**src/uercc_pkg.sv**
```systemverilog
package uercc_pkg;
	// Register offsets of this block
	localparam logic [3:0] ADDR_DIV_LOW = 4'h0;
	localparam logic [3:0] ADDR_DIV_HIGH = 4'h1;
	localparam logic [3:0] ADDR_EFR = 4'h2;
	localparam logic [3:0] ADDR_IER = 4'h3;
	localparam logic [3:0] ADDR_FCR = 4'h4;
	localparam logic [3:0] ADDR_MCR = 4'h5;
	localparam logic [3:0] ADDR_LCR = 4'h6;
	localparam logic [3:0] ADDR_TRIG = 4'h7;
	localparam logic [3:0] ADDR_XFC = 4'h8;
	localparam logic [3:0] ADDR_STOP2 = 4'h9;
	localparam logic [3:0] ADDR_STATUS = 4'ha;
	localparam logic [3:0] ADDR_RXCTL = 4'hb;
	// Reset values
	localparam logic [7:0] RESET_DIV_LOW = 8'h01;
	localparam logic [7:0] RESET_DIV_HIGH = 8'h00;
	localparam logic [7:0] RESET_BYTE = 8'h00;
	// Field positions
	localparam int EFR_CTS_BIT = 7;
	localparam int EFR_RTS_BIT = 6;
	localparam int EFR_SPECIAL_BIT = 5;
	localparam int EFR_ENH_BIT = 4;
	localparam int IER_SLEEP_BIT = 4;
	localparam int IER_LINE_BIT = 2;
	localparam int MCR_RTS_BIT = 1;
	localparam int XFC_MULTIDROP_BIT = 0;
	localparam int XFC_AUTO_DIR_BIT = 4;
	localparam int XFC_INVERT_BIT = 5;
	localparam logic [7:0] IER_ENH_MASK = 8'hf0;
	localparam logic [7:0] FCR_ENH_MASK = 8'h30;
	localparam logic [7:0] MCR_ENH_MASK = 8'he0;
	localparam logic [2:0] LCR_FORCE_ZERO = 3'h7;
	// Register bus request
	typedef struct packed {
		logic [3:0] addr;
		logic [7:0] wdata;
		logic wr;
		logic rd;
	} uercc_bus_type;
	// One received 9-bit character
	typedef struct packed {
		logic valid;
		logic [7:0] data;
		logic ninth;
	} uercc_char_type;
	// Character going to the receive FIFO
	typedef struct packed {
		logic valid;
		logic [7:0] data;
		logic parity_error;
	} uercc_push_type;
endpackage : uercc_pkg

```
**src/uercc_core.sv**
```systemverilog
`timescale 1ns/1ps
module uercc_core (
	input wire logic clk,
	input wire logic reset_n,
	input wire uercc_pkg::uercc_bus_type bus,
	output logic [7:0] rdata,
	input wire logic cts_pin,
	input wire logic [3:0] rx_fifo_level,
	input wire logic tx_fifo_write,
	input wire logic tx_busy,
	input wire uercc_pkg::uercc_char_type rx_char,
	output uercc_pkg::uercc_push_type rx_push,
	output logic rts_pin,
	output logic tx_stop,
	output logic baud_tick,
	output logic special_detect,
	output logic line_irq,
	output logic [3:0] sw_flow_mode
);
	import uercc_pkg::*;

	logic [7:0] div_low_reg, div_low_next, div_high_reg, div_high_next;
	logic [7:0] efr_reg, efr_next, ier_reg, ier_next, fcr_reg, fcr_next;
	logic [7:0] mcr_reg, mcr_next, lcr_reg, lcr_next, trig_reg, trig_next;
	logic [7:0] xfc_reg, xfc_next, stop2_reg, stop2_next, rdata_reg, rdata_next;
	logic [15:0] baud_cnt_reg, baud_cnt_next;
	logic tick_reg, tick_next, flow_rts_reg, flow_rts_next;
	logic pending_reg, pending_next, rx_en_reg, rx_en_next;
	logic special_reg, special_next, irq_reg, irq_next;
	logic cts_meta_reg, cts_sync_reg, stop_reg, stop_next;
	uercc_push_type push_reg, push_next;
	logic [15:0] divisor;
	logic rx_en_set, rx_en_clr, match, auto_mode, dir_level;

	// Clear-to-send pin synchroniser
	always_ff @(posedge clk or negedge reset_n) begin
		if (!reset_n) begin
			cts_meta_reg <= 1'b1;
			cts_sync_reg <= 1'b1;
		end else begin
			cts_meta_reg <= cts_pin;
			cts_sync_reg <= cts_meta_reg;
		end
	end

	assign divisor = {div_high_reg, div_low_reg};
	assign match = rx_char.data == stop2_reg;
	assign auto_mode = xfc_reg[XFC_MULTIDROP_BIT] && efr_reg[EFR_SPECIAL_BIT];

	// Register writes; enhanced bits keep old value unless unlocked
	always_comb begin
		div_low_next = div_low_reg;
		div_high_next = div_high_reg;
		efr_next = efr_reg;
		ier_next = ier_reg;
		fcr_next = fcr_reg;
		mcr_next = mcr_reg;
		lcr_next = lcr_reg;
		trig_next = trig_reg;
		xfc_next = xfc_reg;
		stop2_next = stop2_reg;
		if (bus.wr) begin
			case (bus.addr)
				ADDR_DIV_LOW: div_low_next = bus.wdata;
				ADDR_DIV_HIGH: div_high_next = bus.wdata;
				ADDR_EFR: efr_next = bus.wdata;
				ADDR_IER: begin
					ier_next = efr_reg[EFR_ENH_BIT] ? bus.wdata :
						((bus.wdata & ~IER_ENH_MASK) | (ier_reg & IER_ENH_MASK));
				end
				ADDR_FCR: begin
					fcr_next = efr_reg[EFR_ENH_BIT] ? bus.wdata :
						((bus.wdata & ~FCR_ENH_MASK) | (fcr_reg & FCR_ENH_MASK));
				end
				ADDR_MCR: begin
					mcr_next = efr_reg[EFR_ENH_BIT] ? bus.wdata :
						((bus.wdata & ~MCR_ENH_MASK) | (mcr_reg & MCR_ENH_MASK));
				end
				ADDR_LCR: lcr_next = bus.wdata;
				ADDR_TRIG: trig_next = bus.wdata;
				ADDR_XFC: xfc_next = bus.wdata;
				ADDR_STOP2: stop2_next = bus.wdata;
				default: ;
			endcase
		end
	end

	// Read mux, data valid the cycle after the strobe
	always_comb begin
		rdata_next = 8'h00;
		if (bus.rd) begin
			case (bus.addr)
				ADDR_DIV_LOW: rdata_next = div_low_reg;
				ADDR_DIV_HIGH: rdata_next = div_high_reg;
				ADDR_EFR: rdata_next = efr_reg;
				ADDR_IER: rdata_next = ier_reg;
				ADDR_FCR: rdata_next = fcr_reg;
				ADDR_MCR: rdata_next = mcr_reg;
				ADDR_LCR: rdata_next = lcr_reg;
				ADDR_TRIG: rdata_next = trig_reg;
				ADDR_XFC: rdata_next = xfc_reg;
				ADDR_STOP2: rdata_next = stop2_reg;
				ADDR_STATUS: rdata_next = {4'h0, rts_pin, cts_sync_reg, special_reg, rx_en_reg};
				default: rdata_next = 8'h00;
			endcase
		end
	end

	// Baud divider, restarts on a divisor write
	always_comb begin
		baud_cnt_next = baud_cnt_reg + 16'h0001;
		tick_next = 1'b0;
		if (bus.wr && (bus.addr == ADDR_DIV_LOW || bus.addr == ADDR_DIV_HIGH)) begin
			baud_cnt_next = 16'h0000;
		end else if (divisor != 16'h0000 && baud_cnt_reg >= divisor - 16'h0001) begin
			baud_cnt_next = 16'h0000;
			tick_next = 1'b1;
		end
	end

	// Hardware flow and auto direction control of RTS
	always_comb begin
		flow_rts_next = flow_rts_reg;
		if (rx_fifo_level >= trig_reg[3:0]) begin
			flow_rts_next = 1'b1;
		end else if (rx_fifo_level <= trig_reg[7:4]) begin
			flow_rts_next = 1'b0;
		end
		pending_next = pending_reg;
		if (tx_fifo_write) begin
			pending_next = 1'b1;
		end else if (!tx_busy) begin
			pending_next = 1'b0;
		end
		stop_next = efr_reg[EFR_CTS_BIT] && cts_sync_reg;
	end

	assign dir_level = pending_reg ^ ~xfc_reg[XFC_INVERT_BIT];

	// RTS source select: auto direction beats flow circuit beats modem bit
	always_comb begin
		if (xfc_reg[XFC_AUTO_DIR_BIT]) begin
			rts_pin = dir_level;
		end else if (efr_reg[EFR_RTS_BIT]) begin
			rts_pin = flow_rts_reg;
		end else begin
			rts_pin = ~mcr_reg[MCR_RTS_BIT];
		end
	end

	// Receive filter for multidrop and special detect
	always_comb begin
		push_next = '0;
		special_next = special_reg;
		irq_next = 1'b0;
		rx_en_set = 1'b0;
		rx_en_clr = 1'b0;
		if (bus.rd && bus.addr == ADDR_STATUS) begin
			special_next = 1'b0;
		end
		if (rx_char.valid) begin
			if (efr_reg[EFR_SPECIAL_BIT] && match) begin
				special_next = 1'b1;
			end
			if (!xfc_reg[XFC_MULTIDROP_BIT]) begin
				push_next = '{1'b1, rx_char.data, 1'b0};
			end else if (auto_mode) begin
				if (rx_char.ninth && match) begin
					push_next = '{1'b1, rx_char.data, rx_char.ninth};
					rx_en_set = 1'b1;
					irq_next = ier_reg[IER_LINE_BIT];
				end else if (rx_char.ninth) begin
					rx_en_clr = 1'b1;
				end else if (rx_en_reg) begin
					push_next = '{1'b1, rx_char.data, 1'b0};
				end
			end else if (rx_char.ninth) begin
				push_next = '{1'b1, rx_char.data, 1'b1};
				irq_next = ier_reg[IER_LINE_BIT];
			end else if (rx_en_reg) begin
				push_next = '{1'b1, rx_char.data, 1'b0};
			end
		end
		// Software receiver control; hardware set wins over clear
		rx_en_next = rx_en_reg;
		if (bus.wr && bus.addr == ADDR_RXCTL) begin
			rx_en_next = bus.wdata[0];
		end
		if (rx_en_clr) begin
			rx_en_next = 1'b0;
		end
		if (rx_en_set) begin
			rx_en_next = 1'b1;
		end
	end

	// State registers
	always_ff @(posedge clk or negedge reset_n) begin
		if (!reset_n) begin
			div_low_reg <= RESET_DIV_LOW;
			div_high_reg <= RESET_DIV_HIGH;
			efr_reg <= RESET_BYTE;
			ier_reg <= RESET_BYTE;
			fcr_reg <= RESET_BYTE;
			mcr_reg <= RESET_BYTE;
			lcr_reg <= RESET_BYTE;
			trig_reg <= RESET_BYTE;
			xfc_reg <= RESET_BYTE;
			stop2_reg <= RESET_BYTE;
			rdata_reg <= RESET_BYTE;
			baud_cnt_reg <= 16'h0000;
			tick_reg <= 1'b0;
			flow_rts_reg <= 1'b0;
			pending_reg <= 1'b0;
			rx_en_reg <= 1'b0;
			special_reg <= 1'b0;
			irq_reg <= 1'b0;
			stop_reg <= 1'b0;
			push_reg <= '0;
		end else begin
			div_low_reg <= div_low_next;
			div_high_reg <= div_high_next;
			efr_reg <= efr_next;
			ier_reg <= ier_next;
			fcr_reg <= fcr_next;
			mcr_reg <= mcr_next;
			lcr_reg <= lcr_next;
			trig_reg <= trig_next;
			xfc_reg <= xfc_next;
			stop2_reg <= stop2_next;
			rdata_reg <= rdata_next;
			baud_cnt_reg <= baud_cnt_next;
			tick_reg <= tick_next;
			flow_rts_reg <= flow_rts_next;
			pending_reg <= pending_next;
			rx_en_reg <= rx_en_next;
			special_reg <= special_next;
			irq_reg <= irq_next;
			stop_reg <= stop_next;
			push_reg <= push_next;
		end
	end

	assign rdata = rdata_reg;
	assign rx_push = push_reg;
	assign tx_stop = stop_reg;
	assign baud_tick = tick_reg;
	assign special_detect = special_reg;
	assign line_irq = irq_reg;
	assign sw_flow_mode = efr_reg[3:0];

	// Checks
	AST_ENH_LOCK: assert property (@(posedge clk) disable iff (!reset_n)
		(bus.wr && bus.addr == ADDR_IER && !efr_reg[EFR_ENH_BIT])
		|=> ier_reg[7:4] == $past(ier_reg[7:4])) else $error("INTERRUPT_ENABLE_REG locked bits changed");
	AST_CTS_STOP: assert property (@(posedge clk) disable iff (!reset_n)
		(efr_reg[EFR_CTS_BIT] && cts_sync_reg) |=> tx_stop) else $error("CTS not honoured");
	AST_DROP_DATA: assert property (@(posedge clk) disable iff (!reset_n)
		(rx_char.valid && xfc_reg[0] && !rx_char.ninth && !rx_en_reg) |=> !rx_push.valid)
		else $error("Data kept while receiver off");
	AST_ADDR_PE: assert property (@(posedge clk) disable iff (!reset_n)
		(rx_char.valid && xfc_reg[0] && !efr_reg[5] && rx_char.ninth)
		|=> rx_push.valid && rx_push.parity_error) else $error("Address not flagged");
	AST_AUTO_EN: assert property (@(posedge clk) disable iff (!reset_n)
		(rx_char.valid && auto_mode && rx_char.ninth && match) |=> rx_en_reg && rx_push.valid)
		else $error("Match did not enable receiver");
	AST_AUTO_DIS: assert property (@(posedge clk) disable iff (!reset_n)
		(rx_char.valid && auto_mode && rx_char.ninth && !match && !rx_en_set)
		|=> !rx_en_reg && !rx_push.valid) else $error("Mismatch not dropped");
	AST_DIR: assert property (@(posedge clk) disable iff (!reset_n)
		(tx_fifo_write && xfc_reg[4] && !xfc_reg[5] && $stable(xfc_reg)) |=> !rts_pin)
		else $error("RTS not asserted on write");
	AST_TICK: assert property (@(posedge clk) disable iff (!reset_n)
		tick_reg |-> baud_cnt_reg == 16'h0000) else $error("Tick off count");
	COV_AUTO: cover property (@(posedge clk) disable iff (!reset_n) rx_en_set);
	COV_SPECIAL: cover property (@(posedge clk) disable iff (!reset_n) $rose(special_reg));
	COV_TICK: cover property (@(posedge clk) disable iff (!reset_n) tick_reg);
endmodule : uercc_core

```
**config.mk**
```make
export PLATFORM = sky130hd
export DESIGN_NAME = uercc_core
export DESIGN_NICKNAME = d
export VERILOG_FILES = /design/src/uercc_pkg.sv /design/src/uercc_core.sv
export SDC_FILE = /design/constraint.sdc
export NUM_CORES = 1
export LEC_CHECK = 0
export BUFFER_PORTS_ARGS = -buffer_cell sky130_fd_sc_hd__buf_2
export CAP_MARGIN = 10
export CORE_MARGIN = 2
export CORE_UTILIZATION = 50
export CTS_CLUSTER_SIZE = 16
export DETAILED_ROUTE_END_ITERATION = 6
export GPL_ROUTABILITY_DRIVEN = 0
export PLACE_DENSITY_LB_ADDON = 0.08
export SYNTH_ARGS = -nofsm -noshare
export SYNTH_HDL_FRONTEND = slang
export SYNTH_SLANG_ARGS = --single-unit
export TNS_END_PERCENT = 30
```
**constraint.sdc**
```tcl
create_clock -name clk -period 2.9 [get_ports clk]
set_input_delay 0.87 -clock clk [delete_from_list [all_inputs] [get_ports clk]]
set_output_delay 0.87 -clock clk [all_outputs]
set_load 0.03 [all_outputs]
```
# == Word level (Yosys, flattened, before mapping) ==
# Cells that the tools add are included.
# totals
out_inout_bits,27
input_bits,33
register_bits,123
word_cells,113
# op_classes
order_cmp,3
muxes,42
addsub,2
n_eq_ne,13
reduce_logical,23
bitwise_logic,6
# op_table
op,count
case mux 8 bit (11 select lines),1
two-way mux 10 bit,7
two-way mux 16 bit,2
two-way mux 8 bit,4
two-way mux 1 bit,28
AND reduction 2 bit,10
"adder 16 x 1 -> 16 bit, second input constant",1
"equality test 4 x 3 -> 1 bit, second input constant",4
"equality test 4 bit, second input constant",4
>= comparator 16 bit,1
nonzero test 16 bit,1
"subtractor 16 x 1 -> 16 bit, second input constant",1
"equality test 4 x 2 -> 1 bit, second input constant",2
equality test 8 bit,1
logical AND 1 bit,8
bitwise OR 4 x 8 -> 8 bit,1
bitwise OR 5 x 8 -> 8 bit,1
bitwise OR 8 x 6 -> 8 bit,1
"equality test 4 x 1 -> 1 bit, second input constant",1
>= comparator 4 bit,1
<= comparator 4 bit,1
logical NOT 4 bit,1
nonzero test 3 bit,1
"!= test 2 bit, second input constant",1
4 further kinds,5

# == Logic depth before layout (Yosys ltp) ==
# Gate-level depths: netlist of the first run.
# depth
word_depth,8
ltp_mapped,13
ltp_nobuf,12

# == Worst setup path before layout of the first run ==
# Ideal clock, no wire load.
# synth_path
path_type,register to register
from,register div_low_reg[4]
to,register baud_cnt_reg[10]
path_stages_with_launch,14
period_less_slack_ns,2.969
setup_time_ns,0.087
arrival_time_ns,2.882
path_slack_ns,-0.069
n_path_buf,2
required_time_ns,2.813
cell_sequence,dfrtp_1 clkbuf_1 nor4_1 and2b_1 nand2_1 nor2_1 xnor2_1 ha_1 a21o_1 a21o_1 a2111oi_4 nand3_2 buf_4 a211oi_2
# synth_between
elab_chain_cells,5
elab_cells_between_ends,6
classes_between,add/sub (1); order compare (1); mux (2); reduce/logical (2)
# synth_lines
element,line,source
start: declaration,uercc_core.sv:22,"logic [7:0] div_low_reg, div_low_next, div_high_reg, div_high_next;"
start signal: assignment,uercc_core.sv:221,div_low_reg <= div_low_next;
subtractor 16 x 1 -> 16 bit,uercc_core.sv:115,end else if (divisor != 16'h0000 && baud_cnt_reg >= divisor - 16'h0001) begin
>= comparator 16 bit,uercc_core.sv:115,
logical AND 1 bit (*),uercc_core.sv:115,
two-way mux 16 bit (*),uercc_core.sv:115,
two-way mux 16 bit (*),uercc_core.sv:113,if (bus.wr && (bus.addr == ADDR_DIV_LOW || bus.addr == ADDR_DIV_HIGH)) begin
net baud_cnt_next[10],uercc_core.sv:26,"logic [15:0] baud_cnt_reg, baud_cnt_next;"
end signal: assignment,uercc_core.sv:232,baud_cnt_reg <= baud_cnt_next;
end: declaration,uercc_core.sv:26,
# The timed path passes the listed nets; every way through them passes the cells marked *.
# A chain may end at the register's enable or synchronous reset.

# == Final worst setup path of the first run ==
# layout_path
from,register div_high_reg[2]
to,"register tick_reg, in the netlist baud_tick"
# layout_between
elab_chain_cells,5
elab_cells_between_ends,6
classes_between,add/sub (1); order compare (1); mux (2); reduce/logical (2)
# layout_lines
element,line,source
start: declaration,uercc_core.sv:22,
start signal: assignment,uercc_core.sv:222,div_high_reg <= div_high_next;
subtractor 16 x 1 -> 16 bit,uercc_core.sv:115,
>= comparator 16 bit,uercc_core.sv:115,
logical AND 1 bit (*),uercc_core.sv:115,
two-way mux 1 bit (*),uercc_core.sv:115,
two-way mux 1 bit (*),uercc_core.sv:113,
net tick_next,uercc_core.sv:27,"logic tick_reg, tick_next, flow_rts_reg, flow_rts_next;"
end signal: assignment,uercc_core.sv:233,tick_reg <= tick_next;
end: declaration,uercc_core.sv:27,
# Marks and branches as above.

==> impl_metrics.env, run 1 <==
export IMPL_status="finished, violations left"
export IMPL_violations="setup timing"
export IMPL_cts_root_buf="clkbuf_16"
export IMPL_path_buf_inv=1
export IMPL_postCtsHoldBufs=0
export IMPL_r2r_end="baud_tick"
export IMPL_crit_fanout=8
export IMPL_vias=5019
export IMPL_syn_cell_area_um2=6610
export IMPL_clk_latency_ns=0.42
export IMPL_grt_pass1_vias=4982
export IMPL_synth_edf_count=0
export IMPL_finClkSkew_ns=0.00422
export IMPL_syn_area_per_cell_um2=11.3
export IMPL_fin_cells=863
export IMPL_dpl_cell_count=826
export IMPL_rows=41
export IMPL_syn_to_final_growth_pct=22.7
export IMPL_maxCapViolCount=0
export IMPL_hold_path_startpoint="cts_meta_reg"
export IMPL_die_area_um2=14100
export IMPL_clk_pin_slew_ns=0.06
export IMPL_start_util_pct=51.7
export IMPL_drive_gt1_share_pct=37.6
export IMPL_cpMaxStageDelayCell="or4_4"
export IMPL_synth_area_top_cells="dfrtp_1, mux2_2, ha_1"
export IMPL_r2r_start="div_high_reg[2]"
export IMPL_startpoint_type="flip-flop"
export IMPL_core_area_um2=12800
export IMPL_crit_chain="or4_4 -> nor3_4 -> nand3_1 -> xor2_1 -> ha_1 -> nand4_1 -> or4_4 -> nand3_4 -> buf_4 -> and3_2"
export IMPL_dp_hpwl_um=12700
export IMPL_antenna_left=0
export IMPL_period_needed_ns=2.91
export IMPL_finalSetupTns_ns=-0.00713
export IMPL_p_leak_nw=3.63
export IMPL_dr_pass1_iters=4
export IMPL_cts_inserted_buffers=17
export IMPL_grt_start_max_net_pins=41
export IMPL_antenna_cells=0
export IMPL_wl_per_cell_um=20.1
export IMPL_setup_viol=1
export IMPL_max_slew_margin_pct=59.0
export IMPL_worstMarginPinSlew_ns=0.599
export IMPL_cp_arrival_ns=3.26
export IMPL_min_path_cells=0
export IMPL_syn_nets=644
export IMPL_ff_latch_area_um2=3080
export IMPL_synth_largest_area_cell="dfrtp_1"
export IMPL_ir_worst_vdd_uv=531
export IMPL_max_clock_path_buffers=2
export IMPL_drt_iter0_drc=431
export IMPL_netlist_instances=584
export IMPL_fill_cells=1051
export IMPL_viasPerCell=5.82
export IMPL_powerDensity_nw_per_um2=770
export IMPL_multi_input_area_um2=3380
export IMPL_required_ns=3.26
export IMPL_antenna_found_initial=0
export IMPL_synth_main_ff_cell="dfrtp_1"
export IMPL_path_class="reg -> reg"
export IMPL_grt_pass1_wl_um=27400
export IMPL_synth_seq_cells=123
export IMPL_critical_path_max_stage_delay_ns=0.58
export IMPL_async_flop_share_pct=100
export IMPL_route_detailed_drc=0
export IMPL_cp_end_kind="flip-flop"
export IMPL_ys_seq_area_share_pct=46.7
export IMPL_clock_sinks=123
export IMPL_dieHeight_um=119
export IMPL_yosys_area_top_type_share_pct=45.5
export IMPL_synth_distinct_cells=63
export IMPL_finalHoldViolations=0
export IMPL_cp_depth=10
export IMPL_worst_slack_ns=-0.00713
export IMPL_grt_use_total_pct=25.6
export IMPL_largest_reg_flops=16
export IMPL_yosysWarnings=0
export IMPL_path_common_cell="or4_4"
export IMPL_cp_top_family="simple AND/OR/NAND/NOR gates"
export IMPL_synth_common_cells="dfrtp_1, mux2_2, nand2_1"
export IMPL_gr_total_overflow=0
export IMPL_p_total_mw=6.24
export IMPL_chipWidth_um=119
export IMPL_worst_r2r_path_depth=10
export IMPL_ios=60
export IMPL_fin_nets=738
export IMPL_cts_tree="built"
export IMPL_yosysMostFrequentCell="dfrtp_1"
export IMPL_r2r_slack_ns=-0.007
export IMPL_drv_slew=0
export IMPL_fin_crit_sh_pct=100
export IMPL_fmax_mhz=344
export IMPL_cts_htree_levels=4
export IMPL_hold_path_class="reg -> reg"
export IMPL_rsz0062_at_grt="true"
export IMPL_critical_path_startpoint="div_high_reg[2]"
export IMPL_wirelength_um=17400
export IMPL_hold_end="cts_sync_reg"
export IMPL_port_buffers=59
layout make-up:
| cell class | count | area share, % |
|---|---|---|
| timing repair buffer | 111 | 8.95 |
| tap | 172 | 2.65 |
| multi-input combinational | 411 | 41.7 |
| sequential | 123 | 38.0 |
| clock inverter | 14 | 2.70 |
| inverter | 14 | 0.648 |
| clock buffer | 18 | 5.29 |
metal layers:
metal	vias to the layer above	part of all wire, %	track usage, %
li1	2316	-	-
met1	2516	44	33.7
met2	150	49	41.6
met3	37	5.0	6.08
met4	0	2.5	8.85
met5	-	0	0
report_power, final:
part | internal, mW | switching (mW)
logic | 0.739 | 0.779
clock network | 1.53 | 0.803
registers | 2.07 | 0.324
total | 4.34 | 1.91
metrics by stage:
stage                     setup WS, ns  instance area [um2]  utilization (%)  hold slack, ns
after floorplan                0.00332                 6620                -           0.345
after global placement        -0.00644                 7340             57.5           0.345
after detailed placement        -0.139                 7340             57.5           0.347
after CTS                      -0.0350                 8040             63.0           0.356
after global routing            -0.161                 8110             63.5           0.359
final                         -0.00713                 8110             63.5           0.354
kinds of logic after synthesis:
kind of cell | Yosys count | synth area share, %
muxes | 85 | 14.7
DFF | 123 | 46.7
xor gates and xnor gates | 36 | 4.77
buffers and inverters | 50 | 3.62
AOI/OAI and AO/OA | 104 | 12.0
adders and majority gates | 27 | 5.11
and+or+nand+nor | 159 | 13.2
worst max path at each step:
| stage | endpoint | slack (ns) |
|---|---|---|
| floorplan | baud_cnt_reg[14] | 0.003 |
| global placement | baud_cnt_reg[11] | -0.006 |
| detailed placement | baud_cnt_reg[14] | -0.14 |
| CTS | baud_cnt_reg[11] | -0.03 |
| global route | baud_tick | -0.16 |
| finish | baud_tick | -0.007 |
cells in the final DEF (no fill, tap or decap), types with 8 or more instances in the layout:
master and n:
mux2_2 77, ha_1 27, o21ai_0 21, nand3_1 14, nand2_1 43, a21oi_1 13
inv_1 14, nand4_1 10, buf_2 58, a211oi_1 8, buf_4 50, clkbuf_16 17
nor2_1 20, xor2_1 17, a211oi_2 9, nor2b_1 8, and2_1 12, dfrtp_1 120
xnor2_1 19
timing repair:
action	in CTS	in global routing
buffers inserted	3	2
gates resized for setup	6	9
pin swaps	4	10
setup endpoints to repair	16	17
Power figures use the tool's default switching activity.
==> inputs of run 2 (changes only) <==
--- a/config.mk
+++ b/config.mk
@@ -8,7 +8,7 @@
 export BUFFER_PORTS_ARGS = -buffer_cell sky130_fd_sc_hd__buf_2
 export CAP_MARGIN = 10
 export CORE_MARGIN = 2
-export CORE_UTILIZATION = 50
+export CORE_UTILIZATION = 35
 export CTS_CLUSTER_SIZE = 16
 export DETAILED_ROUTE_END_ITERATION = 6
 export GPL_ROUTABILITY_DRIVEN = 0
==> run 2 against run 1 <==
Effect of this change:
- sequential cell count stayed put
- clock-buffer cell count decreased by 1
- combinational power about the same
- sequential power about the same
- via count fell by 2.3%
- global-route usage shrank 5.5 points
- the run still ends with setup timing left
- critical path depth stayed put
==> impl_metrics.env, run 2 (synthesis gave the netlist of run 1 again) <==
export IMPL_place_area_um2=7430
export IMPL_worstMarginPinSlew_ns=0.653
export IMPL_drt_iter0_drc=313
export IMPL_p_leak_nw=3.60
export IMPL_clock_sinks=123
export IMPL_rsz0062_at_grt="true"
export IMPL_critical_path_startpoint="div_high_reg[4]"
export IMPL_port_buffers=59
export IMPL_mostFrequentLayoutCell="dfrtp_1"
export IMPL_cpMaxStageDelayCell="or4_1"
export IMPL_antenna_found_initial=0
export IMPL_dp_hpwl_um=13800
export IMPL_ir_worst_vdd_uv=448
export IMPL_clk_latency_ns=0.42
export IMPL_clk_pin_slew_ns=0.06
export IMPL_viasPerCell=5.30
export IMPL_crit_fanout=9
export IMPL_syn_to_final_growth_pct=23.0
export IMPL_grt_pass1_vias=5076
export IMPL_cts_inserted_buffers=17
export IMPL_wirelength_um=19100
export IMPL_start_util_pct=35.5
export IMPL_antenna_left=0
export IMPL_max_slew_margin_pct=56.3
export IMPL_cts_tree="built"
export IMPL_core_area_um2=18600
export IMPL_required_ns=3.19
export IMPL_postCtsHoldBufs=0
export IMPL_fin_util_pct=43.7
export IMPL_setup_viol=11
export IMPL_vias=4906
export IMPL_max_clock_path_buffers=2
export IMPL_route_detailed_drc=0
export IMPL_fin_nets=738
export IMPL_layout_cells_most_common_list="dfrtp_1, mux2_2, buf_2"
export IMPL_path_class="reg -> reg"
export IMPL_gr_total_overflow=0
export IMPL_crit_chain="or4_4 -> nor3_4 -> nand3_1 -> xor2_1 -> ha_1 -> nand4_1 -> or4_1 -> nand3_2 -> buf_6 -> a211oi_2"
export IMPL_finClkSkew_ns=0.00865
export IMPL_drv_slew=0
export IMPL_dr_pass1_iters=5
export IMPL_dieHeight_um=141
export IMPL_die_area_um2=20000
export IMPL_ios=60
export IMPL_finalHoldViolations=0
export IMPL_grt_pass1_wl_um=30200
export IMPL_startpoint_type="flip-flop"
export IMPL_grt_start_max_net_pins=76
export IMPL_hold_path_class="in -> async"
export IMPL_cp_arrival_ns=3.22
export IMPL_chipWidth_um=141
export IMPL_grt_use_total_pct=20.1
export IMPL_fmax_mhz=342
export IMPL_status="finished, violations left"
export IMPL_wl_per_cell_um=20.6
export IMPL_cp_end_kind="flip-flop"
export IMPL_path_buf_inv=1
export IMPL_maxCapViolCount=0
export IMPL_largest_reg_flops=16
export IMPL_worst_slack_ns=-0.0275
export IMPL_finalInstanceArea_um2=8130
export IMPL_cts_root_buf="clkbuf_16"
export IMPL_rows=50
export IMPL_powerDensity_nw_per_um2=743
export IMPL_critical_path_max_stage_delay_ns=0.59
export IMPL_fin_crit_sh_pct=101
export IMPL_p_total_mw=6.03
export IMPL_cp_top_family="simple AND/OR/NAND/NOR gates"
export IMPL_period_needed_ns=2.93
export IMPL_r2r_start="div_high_reg[4]"
export IMPL_drive_gt1_share_pct=38.5
export IMPL_antenna_cells=0
export IMPL_cts_htree_levels=4
export IMPL_violations="setup timing"
-- run 2: cell count changes in the layout (fill, tap and decap cells not counted), sizes merged --
cell / change
clkinvlp: +1
bufinv: -3
clkbuf: -1
inv: +3
-- run 2: worst paths after layout --
path / endpoint / slack [ns] / cells after the start
min in group clk: cts_sync_reg / 0.36 / 0
worst min-delay path: baud_cnt_reg[7] / 0.28 / 1
max in group asynchronous: cts_sync_reg / 1.87 / 2
worst min register to register: cts_sync_reg / 0.36 / 0
worst max register to register: baud_cnt_reg[14] / -0.03 / 10
worst max-delay path: baud_cnt_reg[14] / -0.03 / 10
-- run 2: per-stage QoR --
step | hold WS (ns) | TNS (ns) | std cells | setup WS (ns)
after global routing | 0.279 | -2.25 | 925 | -0.148
final | 0.281 | -0.231 | 925 | -0.0275
after detailed placement | 0.347 | -0.323 | 892 | -0.0418
after floorplan | 0.345 | 0 | 584 | 0.00332
after CTS | 0.269 | 0 | 924 | 0.000262
after global placement | 0.347 | 0 | 892 | 0.0477
-- run 2: layout make-up --
cell class	instances	area [um2]
clock buffers	17	425
clock inverters	15	165
fillers	1786	10500
inverters	14	52.6
multi-input cells	411	3390
flip-flops and latches	123	3080
well taps	234	293
repair buffers	111	721
-- run 2: repair_timing --
| action | in CTS | in global routing |
|---|---|---|
| resized for setup | 4 | 16 |
| setup buffers | 0 | 1 |
| pin swaps | 0 | 5 |
| endpoints found under the hold margin | 0 | 0 |
| endpoints found under the setup margin | 10 | 17 |
-- run 2: layer usage --
layer  track usage (%)  vias to the layer above  part of all wire, %
li1                  -                     2312                    -
met1              28.7                     2461                   48
met2              30.6                      115                   46
met3              4.93                       18                  4.5
met4              5.21                        0                  1.3
met5                 0                        -                    0
-- run 2: worst register-to-register path: stages, from the launching register on --
cell and delay, ns:
dfrtp_1 0.38, or4_4 0.58, nor3_4 0.14, nand3_1 0.11, xor2_1 0.15, ha_1 0.30, nand4_1 0.20, or4_1 0.59
nand3_2 0.12, buf_6 0.17, a211oi_2 0.08
-- run 2: where the power goes --
group | total [mW] | leakage, nW | internal [mW] | switching, mW
Clock | 2.14 | 0.283 | 1.28 | 0.860
Sequential | 2.39 | 1.55 | 2.07 | 0.325
Combinational | 1.50 | 1.77 | 0.724 | 0.777
Total | 6.03 | 3.60 | 4.07 | 1.96
